### config.mk
export PLATFORM = sky130hd
export DESIGN_NAME = mft_outb_flags_irq_dma_ctl
export DESIGN_NICKNAME = d
export VERILOG_FILES = /design/src/mft_pkg.sv /design/src/mft_outb_flags_irq_dma_ctl.sv
export VERILOG_INCLUDE_DIRS = /design/src
export SDC_FILE = /design/constraint.sdc
export NUM_CORES = 1
export LEC_CHECK = 0
export BUFFER_PORTS_ARGS = -buffer_cell sky130_fd_sc_hd__buf_2
export CAP_MARGIN = 20
export CORE_MARGIN = 2
export CORE_UTILIZATION = 45
export DETAILED_ROUTE_END_ITERATION = 16
export PLACE_DENSITY = 0.71
export SYNTH_ARGS = -nofsm -noshare
export SYNTH_HDL_FRONTEND = slang
export SYNTH_SLANG_ARGS = --single-unit
### constraint.sdc
create_clock -name SYS_CLK -period 5.3 [get_ports SYS_CLK]
set_clock_uncertainty 0.15 [all_clocks]
set_input_delay 0.265 -clock SYS_CLK [delete_from_list [all_inputs] [get_ports SYS_CLK]]
set_output_delay 0.265 -clock SYS_CLK [all_outputs]
set_load 0.03 [all_outputs]
### src/mft_cfg.svh
// Register indices, field positions and reset values of the output B / flag / DMA block.
`ifndef MFT_CFG_SVH
`define MFT_CFG_SVH

// ----------------------------------------------------------------
// Register indices (byte address is four times the index)
// ----------------------------------------------------------------
`define MFT_IDX_DCP   8'hf0
`define MFT_IDX_DAP   8'hf1
`define MFT_IDX_IVR   8'hf2
`define MFT_IDX_OBC   8'hfd
`define MFT_IDX_FLG   8'hfe
`define MFT_IDX_MSK   8'hff
`define MFT_ADR_IDX   9:2
`define MFT_RD_PAD    24'h000000

// ----------------------------------------------------------------
// Field positions
// ----------------------------------------------------------------
`define MFT_OB_C0A    7:6
`define MFT_OB_C1A    5:4
`define MFT_OB_WRA    3:2
`define MFT_OB_CEV    1
`define MFT_OB_PIN    0
`define MFT_FL_CP0    7
`define MFT_FL_CP1    6
`define MFT_FL_CM0    5
`define MFT_FL_CM1    4
`define MFT_FL_WRP    3
`define MFT_FL_CAPTURE0_OVERRUN   2
`define MFT_FL_COMPARE0_OVERRUN   1
`define MFT_FL_A0     0
`define MFT_FL_HW     7:1
`define MFT_MK_GT     7
`define MFT_MK_CAPTURE0_DMA_EN   6
`define MFT_MK_CAPTURE0_IRQ_MASK   5
`define MFT_MK_CAPTURE1_IRQ_MASK   4
`define MFT_MK_COMPARE0_DMA_EN   3
`define MFT_MK_COMPARE0_IRQ_MASK   2
`define MFT_MK_COMPARE1_IRQ_MASK   1
`define MFT_MK_OUI    0
`define MFT_DP_HI     7:2
`define MFT_DP_TGL    2
`define MFT_DP_IND    1
`define MFT_DP_SEL    0
`define MFT_IV_SW     7:3

// ----------------------------------------------------------------
// Reset values
// ----------------------------------------------------------------
`define MFT_RST8      8'h00
`define MFT_RST5      5'h00
`define MFT_RST7      7'h00

`endif

### src/mft_pkg.sv
// Types shared by the output B / flag / DMA block.
package mft_pkg;
    typedef enum logic [1:0] {
        MFT_SET = 2'b00,
        MFT_TGL = 2'b01,
        MFT_CLR = 2'b10,
        MFT_NOP = 2'b11
    } mft_act_e;
    typedef enum logic [1:0] {
        MFT_GRP_WRAP = 2'b00,
        MFT_GRP_NONE = 2'b01,
        MFT_GRP_CAP  = 2'b10,
        MFT_GRP_CMP  = 2'b11
    } mft_grp_e;
endpackage

### src/mft_outb_flags_irq_dma_ctl.sv
// Output B pin control, event flags, interrupt/DMA masks, DMA pointers and vector of one timer.
`timescale 1ns/1ps
`include "mft_cfg.svh"
// ----------------------------------------------------------------
// Overview of operation
// - Compare 0 match applies bits 7:6 action.
// - Compare 1 match applies bits 5:4 action.
// - Counter wrap applies bits 3:2 action.
// - Simultaneous events apply ANDed action codes.
// - Wrap pulses chip event while bit1 set.
// - Bit 0 presets pin; reads pin state.
// - Capture 0 flag set by hardware; write-one captures.
// - Capture 1 flag; write-one captures unless bicapture.
// - Capture interrupt ORs or ANDs both captures.
// - Compare 0 flag interrupts when enabled.
// - Compare 1 flag interrupts when enabled.
// - Wrap flag interrupts when enabled.
// - Capture 0 overrun on repeat or software capture.
// - Compare 0 overrun on repeat while flagged.
// - Global enable gates all timer interrupts.
// - Capture DMA enable, cleared at end of block.
// - Compare DMA enable, cleared at end of block.
// - Mask bits 4,1,0 enable their sources.
// - Counter pointer high bits, toggle, channel indicator.
// - Address pointer high bits, toggle in swap.
// - Area select and segment select steer DMA.
// - Vector holds software bits, group code, zero.
// - Swap enable allows table toggling.
// ----------------------------------------------------------------
module mft_outb_flags_irq_dma_ctl (
    input  wire logic        SYS_CLK,        // System clock, 20 MHz.
    input  wire logic        RSTN,           // Asynchronous reset, active low.
    input  wire logic        WB_CYC_I,       // Wishbone cycle.
    input  wire logic        WB_STB_I,       // Wishbone strobe.
    input  wire logic        WB_WE_I,        // Wishbone write enable.
    input  wire logic [9:0]  WB_ADR_I,       // Wishbone byte address.
    input  wire logic [3:0]  WB_SEL_I,       // Wishbone byte selects.
    input  wire logic [31:0] WB_DAT_I,       // Wishbone write data.
    output logic      [31:0] WB_DAT_O,       // Wishbone read data.
    output logic             WB_ACK_O,       // Wishbone acknowledge.
    input  wire logic        CMP0_MATCH,     // Compare 0 match strobe.
    input  wire logic        CMP1_MATCH,     // Compare 1 match strobe.
    input  wire logic        CNT_WRAP,       // Counter overflow/underflow strobe.
    input  wire logic        CAP0_EVT,       // Capture into register 0 strobe.
    input  wire logic        CAP1_EVT,       // Capture into register 1 strobe.
    input  wire logic        BICAPTURE_MODE, // Bicapture mode selected.
    input  wire logic        TABLE_SWAP_EN,  // Swap mode for both DMA channels.
    input  wire logic        CAP0_DMA_EOB,   // Capture 0 DMA end of block strobe.
    input  wire logic        CMP0_DMA_EOB,   // Compare 0 DMA end of block strobe.
    input  wire logic        IRQ_ACK,        // Controller acknowledge strobe.
    output logic             OUTPUT_PIN_B,   // Output pin B level.
    output logic             CHIP_EVENT,     // On-chip event pulse.
    output logic             IRQ_REQ,        // Interrupt request line.
    output logic      [7:0]  IRQ_VECTOR,     // Vector latched at acknowledge.
    output logic             CAP0_DMA_REQ,   // Capture 0 DMA request pulse.
    output logic             CMP0_DMA_REQ,   // Compare 0 DMA request pulse.
    output logic             SW_CAP0_LOAD,   // Software capture/load pulse, register 0.
    output logic             SW_CAP1,        // Software capture pulse, register 1.
    output logic             DMA_TO_REGFILE, // DMA targets the register file.
    output logic             DMA_USE_DMASEG, // Memory DMA extended by DMA segment reg.
    output logic             DMA_CHAN_IND    // 0 capture 0 source, 1 compare 0 dest.
);

    // ----------------------------------------------------------------
    // Storage
    // ----------------------------------------------------------------
    logic [7:0]              obc;
    logic [7:0]              flg;
    logic [7:0]              msk;
    logic [7:0]              dcp;
    logic [7:0]              dap;
    logic [4:0]              ivr_sw;
    mft_pkg::mft_grp_e       grp;
    logic                    eob_cap;
    logic                    eob_cmp;

    logic                    bus_req;
    logic                    bus_wr;
    logic [7:0]              bus_idx;
    logic                    wr_obc;
    logic                    wr_flg;
    logic                    wr_msk;
    logic                    wr_dcp;
    logic                    wr_dap;
    logic                    wr_ivr;
    logic [1:0]              act;
    logic                    next_pin;
    logic                    sw_cap0;
    logic                    sw_cap1;
    logic                    cap0_ev;
    logic                    cap1_ev;
    logic [7:1]              hw_set;
    logic [7:1]              sw_clr;
    logic [7:0]              next_flg;
    logic [7:0]              next_msk;
    logic                    c0_rq;
    logic                    c1_rq;
    logic                    cap_rq;
    logic                    cmp_rq;
    logic                    wrp_rq;
    logic                    any_rq;
    mft_pkg::mft_grp_e       next_grp;
    logic                    dma_c_req;
    logic                    dma_m_req;
    logic                    any_eob;

    // ----------------------------------------------------------------
    // Functions
    // ----------------------------------------------------------------
    function automatic logic apply_act(input logic [1:0] a, input logic p);
        logic r;
        r = p;
        unique case (mft_pkg::mft_act_e'(a))
            mft_pkg::MFT_SET: r = 1'b1;
            mft_pkg::MFT_TGL: r = ~p;
            mft_pkg::MFT_CLR: r = 1'b0;
            mft_pkg::MFT_NOP: r = p;
        endcase
        return r;
    endfunction

    // The strobe and index are passed in so that every caller follows the bus.
    function automatic logic hit(input logic wr, input logic [7:0] idx, input logic [7:0] want);
        return wr && (idx == want);
    endfunction

    // Pointer update: swap toggle, software write, then channel indicator.
    function automatic logic [7:0] ptr_next(input logic [7:0] cur, input logic wr);
        logic [7:0] p;
        p = cur;
        if (TABLE_SWAP_EN && any_eob) begin
            p[`MFT_DP_TGL] = ~cur[`MFT_DP_TGL];
        end
        if (wr) begin
            p[`MFT_DP_HI] = WB_DAT_I[`MFT_DP_HI];
            p[`MFT_DP_SEL] = WB_DAT_I[`MFT_DP_SEL];
        end
        if (dma_m_req) begin
            p[`MFT_DP_IND] = 1'b1;
        end else if (dma_c_req) begin
            p[`MFT_DP_IND] = 1'b0;
        end
        return p;
    endfunction

    // ----------------------------------------------------------------
    // Bus decode
    // ----------------------------------------------------------------
    // A write takes effect at the edge where the master sees the acknowledge.
    assign bus_req = WB_CYC_I && WB_STB_I;
    assign bus_wr  = bus_req && WB_WE_I && WB_ACK_O && WB_SEL_I[0];
    assign bus_idx = WB_ADR_I[`MFT_ADR_IDX];
    assign wr_obc  = hit(bus_wr, bus_idx, `MFT_IDX_OBC);
    assign wr_flg  = hit(bus_wr, bus_idx, `MFT_IDX_FLG);
    assign wr_msk  = hit(bus_wr, bus_idx, `MFT_IDX_MSK);
    assign wr_dcp  = hit(bus_wr, bus_idx, `MFT_IDX_DCP);
    assign wr_dap  = hit(bus_wr, bus_idx, `MFT_IDX_DAP);
    assign wr_ivr  = hit(bus_wr, bus_idx, `MFT_IDX_IVR);

    always_ff @(posedge SYS_CLK or negedge RSTN) begin
        if (!RSTN) begin
            WB_ACK_O <= 1'b0;
        end else begin
            WB_ACK_O <= bus_req && !WB_ACK_O;
        end
    end

    always_ff @(posedge SYS_CLK or negedge RSTN) begin
        if (!RSTN) begin
            WB_DAT_O <= {`MFT_RD_PAD, `MFT_RST8};
        end else if (bus_req && !WB_ACK_O) begin
            unique case (bus_idx)
                `MFT_IDX_OBC: WB_DAT_O <= {`MFT_RD_PAD, obc[7:1], OUTPUT_PIN_B};
                `MFT_IDX_FLG: WB_DAT_O <= {`MFT_RD_PAD, flg};
                `MFT_IDX_MSK: WB_DAT_O <= {`MFT_RD_PAD, msk};
                `MFT_IDX_DCP: WB_DAT_O <= {`MFT_RD_PAD, dcp};
                `MFT_IDX_DAP: WB_DAT_O <= {`MFT_RD_PAD, dap};
                `MFT_IDX_IVR: WB_DAT_O <= {`MFT_RD_PAD, ivr_sw, grp, 1'b0};
                default:      WB_DAT_O <= {`MFT_RD_PAD, `MFT_RST8};
            endcase
        end
    end

    // ----------------------------------------------------------------
    // Output pin B and on-chip event
    // ----------------------------------------------------------------
    always_comb begin
        act = mft_pkg::MFT_NOP;
        if (CMP0_MATCH) begin
            act = act & obc[`MFT_OB_C0A];
        end
        if (CMP1_MATCH) begin
            act = act & obc[`MFT_OB_C1A];
        end
        if (CNT_WRAP) begin
            act = act & obc[`MFT_OB_WRA];
        end
        next_pin = apply_act(act, wr_obc ? WB_DAT_I[`MFT_OB_PIN] : OUTPUT_PIN_B);
    end

    always_ff @(posedge SYS_CLK or negedge RSTN) begin
        if (!RSTN) begin
            obc          <= `MFT_RST8;
            OUTPUT_PIN_B <= 1'b0;
            CHIP_EVENT   <= 1'b0;
        end else begin
            if (wr_obc) begin
                obc <= WB_DAT_I[7:0];
            end
            OUTPUT_PIN_B <= next_pin;
            CHIP_EVENT   <= CNT_WRAP && obc[`MFT_OB_CEV];
        end
    end

    // ----------------------------------------------------------------
    // Event flags
    // ----------------------------------------------------------------
    always_comb begin
        sw_cap0 = wr_flg && WB_DAT_I[`MFT_FL_CP0];
        sw_cap1 = wr_flg && WB_DAT_I[`MFT_FL_CP1] && !BICAPTURE_MODE;
        cap0_ev = CAP0_EVT || sw_cap0;
        cap1_ev = CAP1_EVT || sw_cap1;
        hw_set  = {cap0_ev, cap1_ev, CMP0_MATCH, CMP1_MATCH, CNT_WRAP,
                   (cap0_ev && flg[`MFT_FL_CP0]) || sw_cap0,
                   CMP0_MATCH && flg[`MFT_FL_CM0]};
        sw_clr  = wr_flg ? ~WB_DAT_I[`MFT_FL_HW] : `MFT_RST7;
        // A hardware set in the clearing cycle is kept.
        next_flg[`MFT_FL_HW] = (flg[`MFT_FL_HW] & ~sw_clr) | hw_set;
        next_flg[`MFT_FL_A0] = wr_flg ? WB_DAT_I[`MFT_FL_A0] : flg[`MFT_FL_A0];
    end

    always_ff @(posedge SYS_CLK or negedge RSTN) begin
        if (!RSTN) begin
            flg          <= `MFT_RST8;
            SW_CAP0_LOAD <= 1'b0;
            SW_CAP1      <= 1'b0;
        end else begin
            flg          <= next_flg;
            SW_CAP0_LOAD <= sw_cap0;
            SW_CAP1      <= sw_cap1;
        end
    end

    // ----------------------------------------------------------------
    // Interrupt/DMA mask and DMA requests
    // ----------------------------------------------------------------
    always_comb begin
        next_msk = msk;
        if (CAP0_DMA_EOB) begin
            next_msk[`MFT_MK_CAPTURE0_DMA_EN] = 1'b0;
        end
        if (CMP0_DMA_EOB) begin
            next_msk[`MFT_MK_COMPARE0_DMA_EN] = 1'b0;
        end
        if (wr_msk) begin
            next_msk = WB_DAT_I[7:0];
        end
        dma_c_req = CAP0_EVT && msk[`MFT_MK_CAPTURE0_DMA_EN];
        dma_m_req = CMP0_MATCH && msk[`MFT_MK_COMPARE0_DMA_EN];
        any_eob   = CAP0_DMA_EOB || CMP0_DMA_EOB;
    end

    always_ff @(posedge SYS_CLK or negedge RSTN) begin
        if (!RSTN) begin
            msk          <= `MFT_RST8;
            CAP0_DMA_REQ <= 1'b0;
            CMP0_DMA_REQ <= 1'b0;
        end else begin
            msk          <= next_msk;
            CAP0_DMA_REQ <= dma_c_req;
            CMP0_DMA_REQ <= dma_m_req;
        end
    end

    // ----------------------------------------------------------------
    // Interrupt requests and vector
    // ----------------------------------------------------------------
    always_comb begin
        c0_rq  = msk[`MFT_MK_CAPTURE0_IRQ_MASK] && (msk[`MFT_MK_CAPTURE0_DMA_EN] ? eob_cap : flg[`MFT_FL_CP0]);
        c1_rq  = msk[`MFT_MK_CAPTURE1_IRQ_MASK] && flg[`MFT_FL_CP1];
        cap_rq = msk[`MFT_MK_GT] && (flg[`MFT_FL_A0] ? (c0_rq && c1_rq) : (c0_rq || c1_rq));
        cmp_rq = msk[`MFT_MK_GT] &&
                 ((msk[`MFT_MK_COMPARE0_IRQ_MASK] && (msk[`MFT_MK_COMPARE0_DMA_EN] ? eob_cmp : flg[`MFT_FL_CM0])) ||
                  (msk[`MFT_MK_COMPARE1_IRQ_MASK] && flg[`MFT_FL_CM1]));
        wrp_rq = msk[`MFT_MK_GT] && msk[`MFT_MK_OUI] && flg[`MFT_FL_WRP];
        any_rq = cap_rq || cmp_rq || wrp_rq;
        if (wrp_rq) begin
            next_grp = mft_pkg::MFT_GRP_WRAP;
        end else if (cap_rq) begin
            next_grp = mft_pkg::MFT_GRP_CAP;
        end else if (cmp_rq) begin
            next_grp = mft_pkg::MFT_GRP_CMP;
        end else begin
            next_grp = grp;
        end
    end

    always_ff @(posedge SYS_CLK or negedge RSTN) begin
        if (!RSTN) begin
            IRQ_REQ    <= 1'b0;
            grp        <= mft_pkg::MFT_GRP_WRAP;
            IRQ_VECTOR <= `MFT_RST8;
        end else begin
            IRQ_REQ <= any_rq;
            if (IRQ_ACK && any_rq) begin
                grp        <= next_grp;
                IRQ_VECTOR <= {ivr_sw, next_grp, 1'b0};
            end
        end
    end

    always_ff @(posedge SYS_CLK or negedge RSTN) begin
        if (!RSTN) begin
            ivr_sw <= `MFT_RST5;
        end else if (wr_ivr) begin
            ivr_sw <= WB_DAT_I[`MFT_IV_SW];
        end
    end

    // End-of-block events held until their group is acknowledged.
    always_ff @(posedge SYS_CLK or negedge RSTN) begin
        if (!RSTN) begin
            eob_cap <= 1'b0;
            eob_cmp <= 1'b0;
        end else begin
            eob_cap <= (CAP0_DMA_EOB && msk[`MFT_MK_CAPTURE0_DMA_EN]) ||
                       (eob_cap && !(IRQ_ACK && next_grp == mft_pkg::MFT_GRP_CAP && cap_rq));
            eob_cmp <= (CMP0_DMA_EOB && msk[`MFT_MK_COMPARE0_DMA_EN]) ||
                       (eob_cmp && !(IRQ_ACK && next_grp == mft_pkg::MFT_GRP_CMP && cmp_rq));
        end
    end

    // ----------------------------------------------------------------
    // DMA pointers
    // ----------------------------------------------------------------
    always_ff @(posedge SYS_CLK or negedge RSTN) begin
        if (!RSTN) begin
            dcp            <= `MFT_RST8;
            dap            <= `MFT_RST8;
            DMA_TO_REGFILE <= 1'b0;
            DMA_USE_DMASEG <= 1'b0;
            DMA_CHAN_IND   <= 1'b0;
        end else begin
            dcp            <= ptr_next(dcp, wr_dcp);
            dap            <= ptr_next(dap, wr_dap);
            DMA_TO_REGFILE <= dcp[`MFT_DP_SEL];
            DMA_USE_DMASEG <= !dcp[`MFT_DP_SEL] && dap[`MFT_DP_SEL];
            DMA_CHAN_IND   <= dcp[`MFT_DP_IND];
        end
    end
endmodule

==> key figures, run 1 <==
Yosys
  • Area share of the largest cell type after synthesis: 48.58%
  • Asr flop ratio synth: 100.0%
  • Post-synthesis register bit count: 71
  • Dominant cell type by area after synthesis: dfrtp_1
  • Synth cell count leaders: dfrtp_1, mux2_2, buf_4
  • Mapped Area: 3657 um2
  • Seq/Total Area, Yosys: 48.58%
  • Most common cell in the synthesized netlist: dfrtp_1
  • Unique cell type count in the Yosys netlist: 52
  • EDFF count, synth: 0
  • Mean Syn Cell Area: 10.79 um2
  • Post-synth top flop: dfrtp_1
  • Number of synthesis warnings: 0
  • Most area-consuming cells after synthesis: dfrtp_1, mux2_2, buf_4
  • Post-Synthesis Cells: 339

Clock tree
  • CTS Buffer Depth: 2
  • Post-CTS setup buffers: 0
  • Worst-path clk slew: 0.07 ns
  • Post-CTS sizing: 0
  • Cts bufs inserted: 9
  • Hold buffer count at CTS: 0
  • CTS root buf: clkbuf_8
  • H-tree levels: 3
  • Clock sink count: 71
  • Worst-Skew Late Latency: 0.35 ns
  • CTS tree: built

Power and ir drop
  • Pint: 0.0008311 W
  • Comb power frac: 12.6%
  • Sw Ratio: 27.71%
  • Max IR drop VDD: 0.1723 mV
  • Clk pwr share: 37.8%
  • Power Density: 279.9 nW/um2
  • Seq pwr share: 49.6%
  • Total power: 0.001150 W
  • LEAKAGE: 1.909 nW
  • Switching Power: 0.0003185 W

Timing
  • Min Tclk post-route: 2.054 ns
  • Max frequency: 486.7 MHz
  • Hold Violations, Final: 38
  • Fin Hold WS: -0.05215 ns
  • Relative max-transition margin: 32.66%
  • Worst-Margin Slew: 1.006 ns
  • RSZ-0062 raised after global routing: false
  • Final setup viols: 0
  • Final slew viol count: 0
  • Period utilization: 38.76%
  • Setup TNS: 0 ns

Floorplan
  • Initial Util: 46.84%
  • Core Box Area: 7807 um2
  • Die Footprint: 8864 um2
  • Die X: 94.15 um
  • I/O pins: 112
  • FP Rows: 32
  • Die span in y: 94.15 um

Layout
  • # diodes: 0
  • Synth-to-Final Area Change: 12.32%
  • Post-layout nets: 455
  • Multi-input logic area: 1660 um2
  • Layout cells sized above 1: 31.33%
  • Total area of sequential cells: 1777 um2
  • Layout fillers: 724

Outcome
  • Status: finished, violations left
  • Failing checks: negative hold slack

Route
  • Post-Route WL: 8584 um
  • Via Count: 2,787
  • DRT Pass-1 Iters: 4
  • Avg Vias per Cell: 5.563
  • Drc violations: 0
  • 1st-iter DRT viols: 247
  • Routed Antenna Nets: 0
  • DR WL/cell: 17.13 um

Setup path
  • Worst r2r src: WB_ACK_O
  • Worst setup path end: WB_DAT_O[6]
  • R2r setup slk: 3.25 ns
  • Max incr delay on CP: 0.78 ns
  • Worst setup SP type: register
  • Critical-path maximum fanout: 17
  • Crit path kind: register to register
  • Crit. End Element: register
  • R2r endpoint: WB_DAT_O[6]
  • Critical path data arrival time: 2.14 ns
  • Worst EP required: 5.38 ns
  • R2R cell count: 3
  • CP Cell Sequence: nor2_1 -> o31ai_1 -> o32a_1
  • Worst Setup SP: WB_ACK_O
  • Slowest-stage cell, CP: nor2_1

Global route
  • First-pass GRT wire length: 14,050 um
  • Initial antenna violation count: 0
  • Largest net degree at the start of global routing: 72
  • Vias in the first global route: 2,678
  • GRT Util Overall: 20.95%
  • Total grt overflow: 0

Worst hold path
  • HP Class: primary input to async pin

Placed design
  • RD Place Congestion: 0.8858
  • I/O Buffers: 57
  • Hpwl dp: 6285 um

Run
  • Max-capacitance violation count: 0
through the flow:
step                hold slack [ns]  std cells  util [%]  worst slack, ns  instance area [um2]
CTS                        0.005635        501     52.61            3.276                 4108
finish                     -0.05215        501     52.61            3.246                 4108
detailed placement           0.2671        485     50.08            3.004                 3910
global placement             0.2614        485     50.08            3.045                 3910
floorplan                   -0.1806        363         -            3.377                 3747
global route                0.01565        501     52.61            3.114                 4108
cell families (layout without fill, tap and decap cells):
logic type | after synthesis | in the layout | synth area share [%]
other | 1 | 25 | 0.1025
muxes | 40 | 40 | 12.15
buffers and inverters | 50 | 86 | 8.484
DFF | 71 | 71 | 48.58
AOI/OAI and AO/OA | 71 | 71 | 13.92
xor gates and xnor gates | 3 | 3 | 0.7186
and+or+nand+nor | 103 | 103 | 16.05
critical path: cells and delay by family (launching register included):
kind | cells | cell delay [ns]
AOI/OAI and AO/OA | 2 | 0.61
DFF | 1 | 0.40
and+or+nand+nor | 1 | 0.78
cells in the final DEF, fill, tap and decap left out, types with 6 or more instances in the layout:
cell type  synthesis  final
a21oi_1            8      8
buf_2              8     57
clkbuf_8           0     10
conb_1             1     25
dfrtp_1           71     71
inv_1             10     10
mux2_2            35     35
nand2_1           25     25
nand2b_1          14     14
nand3_1           16     16
nor2_1            14     14
o211ai_1          11     11
o21ai_0           10     10
o31ai_1            6      6
routing by layer:
layer / wire [um] / track usage (%)
met1: 3846 / 30.61
met3: 540 / 3.210
met2: 4032 / 31.61
met4: 165 / 7.488
met5: 0 / 0
flip-flops by register name, indices dropped and copies added (netlist names), 5 cells and up:
signal      count
flg             8
obc             7
dap             8
WB_DAT_O        8
IRQ_VECTOR      6
msk             8
dcp             7
ivr_sw          5
worst min path at each step:
| stage | cells past startpoint | slack, ns | start | end |
|---|---|---|---|---|
| floorplan | 0 | -0.18 | RSTN | CAP0_DMA_REQ |
| global placement | 0 | 0.26 | dcp[0] | DMA_TO_REGFILE |
| detailed placement | 0 | 0.27 | dcp[0] | DMA_TO_REGFILE |
| CTS | 2 | 0.006 | RSTN | CHIP_EVENT |
| global route | 2 | 0.02 | CMP1_MATCH | flg[4] |
| finish | 2 | -0.05 | RSTN | IRQ_VECTOR[3] |
power groups by stage:
stage	clock network, W	logic, W	registers [W]
after floorplan	0	0.0000920	0.000599
after global placement	0	0.000144	0.000580
after detailed placement	0	0.000146	0.000581
after CTS	0.000440	0.000146	0.000571
after global routing	0.000466	0.000160	0.000572
final	0.000434	0.000145	0.000570
layout make-up:
class / count / share of cell area, %
clock buffers: 10 / 3.351
clock inverters: 6 / 1.462
repair buffers: 60 / 7.493
inverters: 10 / 0.9138
multi-input cells: 242 / 40.42
well taps: 102 / 3.107
flip-flops and latches: 71 / 43.25
Note: power is estimated with default switching activity, not from simulation.
==> run 2, diff against run 1 <==
==> constraint.sdc (replaced) <==
create_clock -name SYS_CLK -period 2.13 [get_ports SYS_CLK]
set_clock_uncertainty 0.15 [all_clocks]
set_input_delay 0.1065 -clock SYS_CLK [delete_from_list [all_inputs] [get_ports SYS_CLK]]
set_output_delay 0.1065 -clock SYS_CLK [all_outputs]
set_load 0.03 [all_outputs]
==> run 2 against run 1 <==
The run now ends clean. Wire length is 7.8% higher. Critical path type unchanged. Register-to-register slack got worse by 3.2 ns. Via count grew 7.1%. Combinational power increased to 2.8 times the previous value. Sequential power up 150%. Count of clock-buffer cells in the layout unchanged. Sequential cell count did not move. Sequential share of layout area decreased by 3.2 points. Final cell count increased by 7.0%. Fmax decreased by 1.8%.
==> key figures, run 2 (synthesis gave the netlist of run 1 again) <==
Outcome
  • Status: finished, final reports clean

Layout
  • Post-layout nets: 490 (+7.7%)
  • # diodes: 0 (unchanged)
  • Commonest non-fill, non-tap cells in the layout: dfrtp_1, buf_2, mux2_2
  • Synth-to-Final Area Change: 21.42%
  • Most common cell after layout, fill and taps aside: dfrtp_1
  • Layout cells sized above 1: 32.49% (+1.2 points)

Floorplan
  • Die Footprint: 8864 um2 (unchanged)
  • FP Rows: 32 (unchanged)
  • I/O pins: 112 (unchanged)
  • Die span in y: 94.15 um (unchanged)
  • Initial Util: 46.84% (unchanged)
  • Core Box Area: 7807 um2 (unchanged)
  • Die X: 94.15 um (unchanged)

Timing
  • Relative max-transition margin: 58.48% (+26 points)
  • Min Tclk post-route: 2.091 ns (+0.03664 ns)
  • Final setup viols: 0 (unchanged)
  • Hold Violations, Final: 0 (-100%)
  • RSZ-0062 raised after global routing: false
  • Fin Hold WS: 0.08829 ns (+0.1404 ns)
  • Max frequency: 478.2 MHz (-1.8%)
  • Period utilization: 98.17% (+59 points)
  • Worst-Margin Slew: 0.6228 ns (-0.3835 ns)
  • Setup TNS: 0 ns (unchanged)
  • Final slew viol count: 0 (unchanged)

Placed design
  • RD Place Congestion: 0.8982 (+1.4%)
  • I/O Buffers: 57 (unchanged)
  • Hpwl dp: 6696 um (+6.5%)

Route
  • Routed Antenna Nets: 0 (unchanged)
  • Post-Route WL: 9252 um (+7.8%)
  • DR WL met2: 4430 um (+9.9%)
  • Metal3 WL: 650 um (+20%)
  • Max layer used: met4
  • Avg Vias per Cell: 5.571 (+0.14%)
  • DRT Pass-1 Iters: 5 (+1)
  • Wl on met1: 4105 um (+6.7%)
  • Via Count: 2,986 (+7.1%)
  • 1st-iter DRT viols: 254 (+2.8%)
  • DR WL/cell: 17.26 um (+0.74%)
  • Drc violations: 0 (unchanged)

Setup path
  • Slowest-stage cell, CP: dlygate4sd3_1
  • Critical-path maximum fanout: 8 (-9)
  • Worst r2r src: WB_ACK_O
  • CP Cell Sequence: and4_4 -> nand4_4 -> o31ai_2 -> nand2b_1 -> dlygate4sd3_1
  • Worst path depth: 5 (+2)
  • CP delay by family, top: simple AND/OR/NAND/NOR gates
  • Max incr delay on CP: 0.57 ns (-0.21 ns)
  • Crit path kind: register to register
  • R2r setup slk: 0.04 ns (-3.21 ns)
  • Worst setup SP type: register
  • R2r endpoint: flg[5]
  • Crit. End Element: register
  • Buf/Inv on CP: 1 (+1)
  • Worst Setup SP: WB_ACK_O
  • Critical path data arrival time: 2.17 ns (+0.03 ns)
  • Worst EP required: 2.21 ns (-3.17 ns)
  • R2R cell count: 5 (+2)
  • Worst setup path end: flg[5]

Clock tree
  • CTS Buffer Depth: 2 (unchanged)
  • Cts bufs inserted: 9 (unchanged)
  • CTS tree: built
  • CTS root buf: clkbuf_8
  • Worst-path clk slew: 0.07 ns (about the same)
  • Worst-Skew Late Latency: 0.35 ns (about the same)
  • H-tree levels: 3 (unchanged)
  • Clock sink count: 71 (unchanged)

Power and ir drop
  • Power Density: 620.4 nW/um2 (+120%)
  • Total power: 0.002755 W (+140%)
  • Max IR drop VDD: 0.3446 mV (+100%)
  • LEAKAGE: 2.042 nW (+7.0%)

Global route
  • Vias in the first global route: 2,738 (+2.2%)
  • Total grt overflow: 0 (unchanged)
  • Largest net degree at the start of global routing: 47 (-35%)
  • Initial antenna violation count: 0 (unchanged)
  • First-pass GRT wire length: 14,360 um (+2.2%)
  • GRT Util Overall: 21.46% (+0.51 points)

Worst hold path
  • HP Class: primary input to register

Run
  • Max-capacitance violation count: 0 (unchanged)
-- run 2: per-layer routing --
layer	vias up	track usage [%]
met5	-	0
met4	0	5.314
met3	8	3.852
met2	131	33.57
met1	1485	30.99
li1	1362	-
-- run 2: metrics by stage --
| stage | cell area [um2] | cells | utilization [%] | setup slack (ns) |
|---|---|---|---|---|
| 6_report | 4441 | 536 | 56.88 | 0.03889 |
| 5_1_grt | 4441 | 536 | 56.88 | 0.005402 |
| 4_1_cts | 4390 | 534 | 56.23 | 0.02407 |
| 3_5_place_dp | 4005 | 496 | 51.30 | 0.1606 |
| 3_3_place_gp | 4005 | 496 | 51.30 | 0.2035 |
| 2_1_floorplan | 3747 | 363 | - | 0.2071 |
-- run 2: layout make-up --
cell class | instances | area, um2
clock buffers | 10 | 127.6
multi-input cells | 242 | 1695
well taps | 102 | 127.6
clock inverters | 6 | 37.54
repair buffers | 95 | 638.1
fillers | 691 | 3367
inverters | 10 | 37.54
flip-flops and latches | 71 | 1777
-- run 2: worst min-delay path by stage --
stage	from	to	cells past startpoint
after floorplan	RSTN	CAP0_DMA_REQ	0
after global placement	RSTN	CHIP_EVENT	1
after detailed placement	RSTN	CHIP_EVENT	1
after CTS	WB_SEL_I[0]	SW_CAP0_LOAD	3
after global routing	WB_STB_I	WB_ACK_O	4
final	WB_STB_I	WB_ACK_O	4
-- run 2: where the power goes --
group	internal (W)	switching, W	leakage (nW)
sequential	0.00139	0.0000264	0.888
combinational	0.000142	0.000262	1.08
clock	0.000416	0.000516	0.0781
total	0.00195	0.000805	2.04
-- run 2: repair_timing --
| action | CTS | global route |
|---|---|---|
| endpoints found under the hold margin | 79 | 0 |
| hold buffers | 22 | 0 |
| setup endpoints to repair | 0 | 4 |
| resized for setup | 0 | 7 |
| setup buffers | 0 | 2 |
-- run 2: worst reg2reg max path, cell delays in order, from the launching register on --
cell and delay (ns):
dfrtp_1 0.39, and4_4 0.28, nand4_4 0.20, o31ai_2 0.30, nand2b_1 0.10, dlygate4sd3_1 0.57
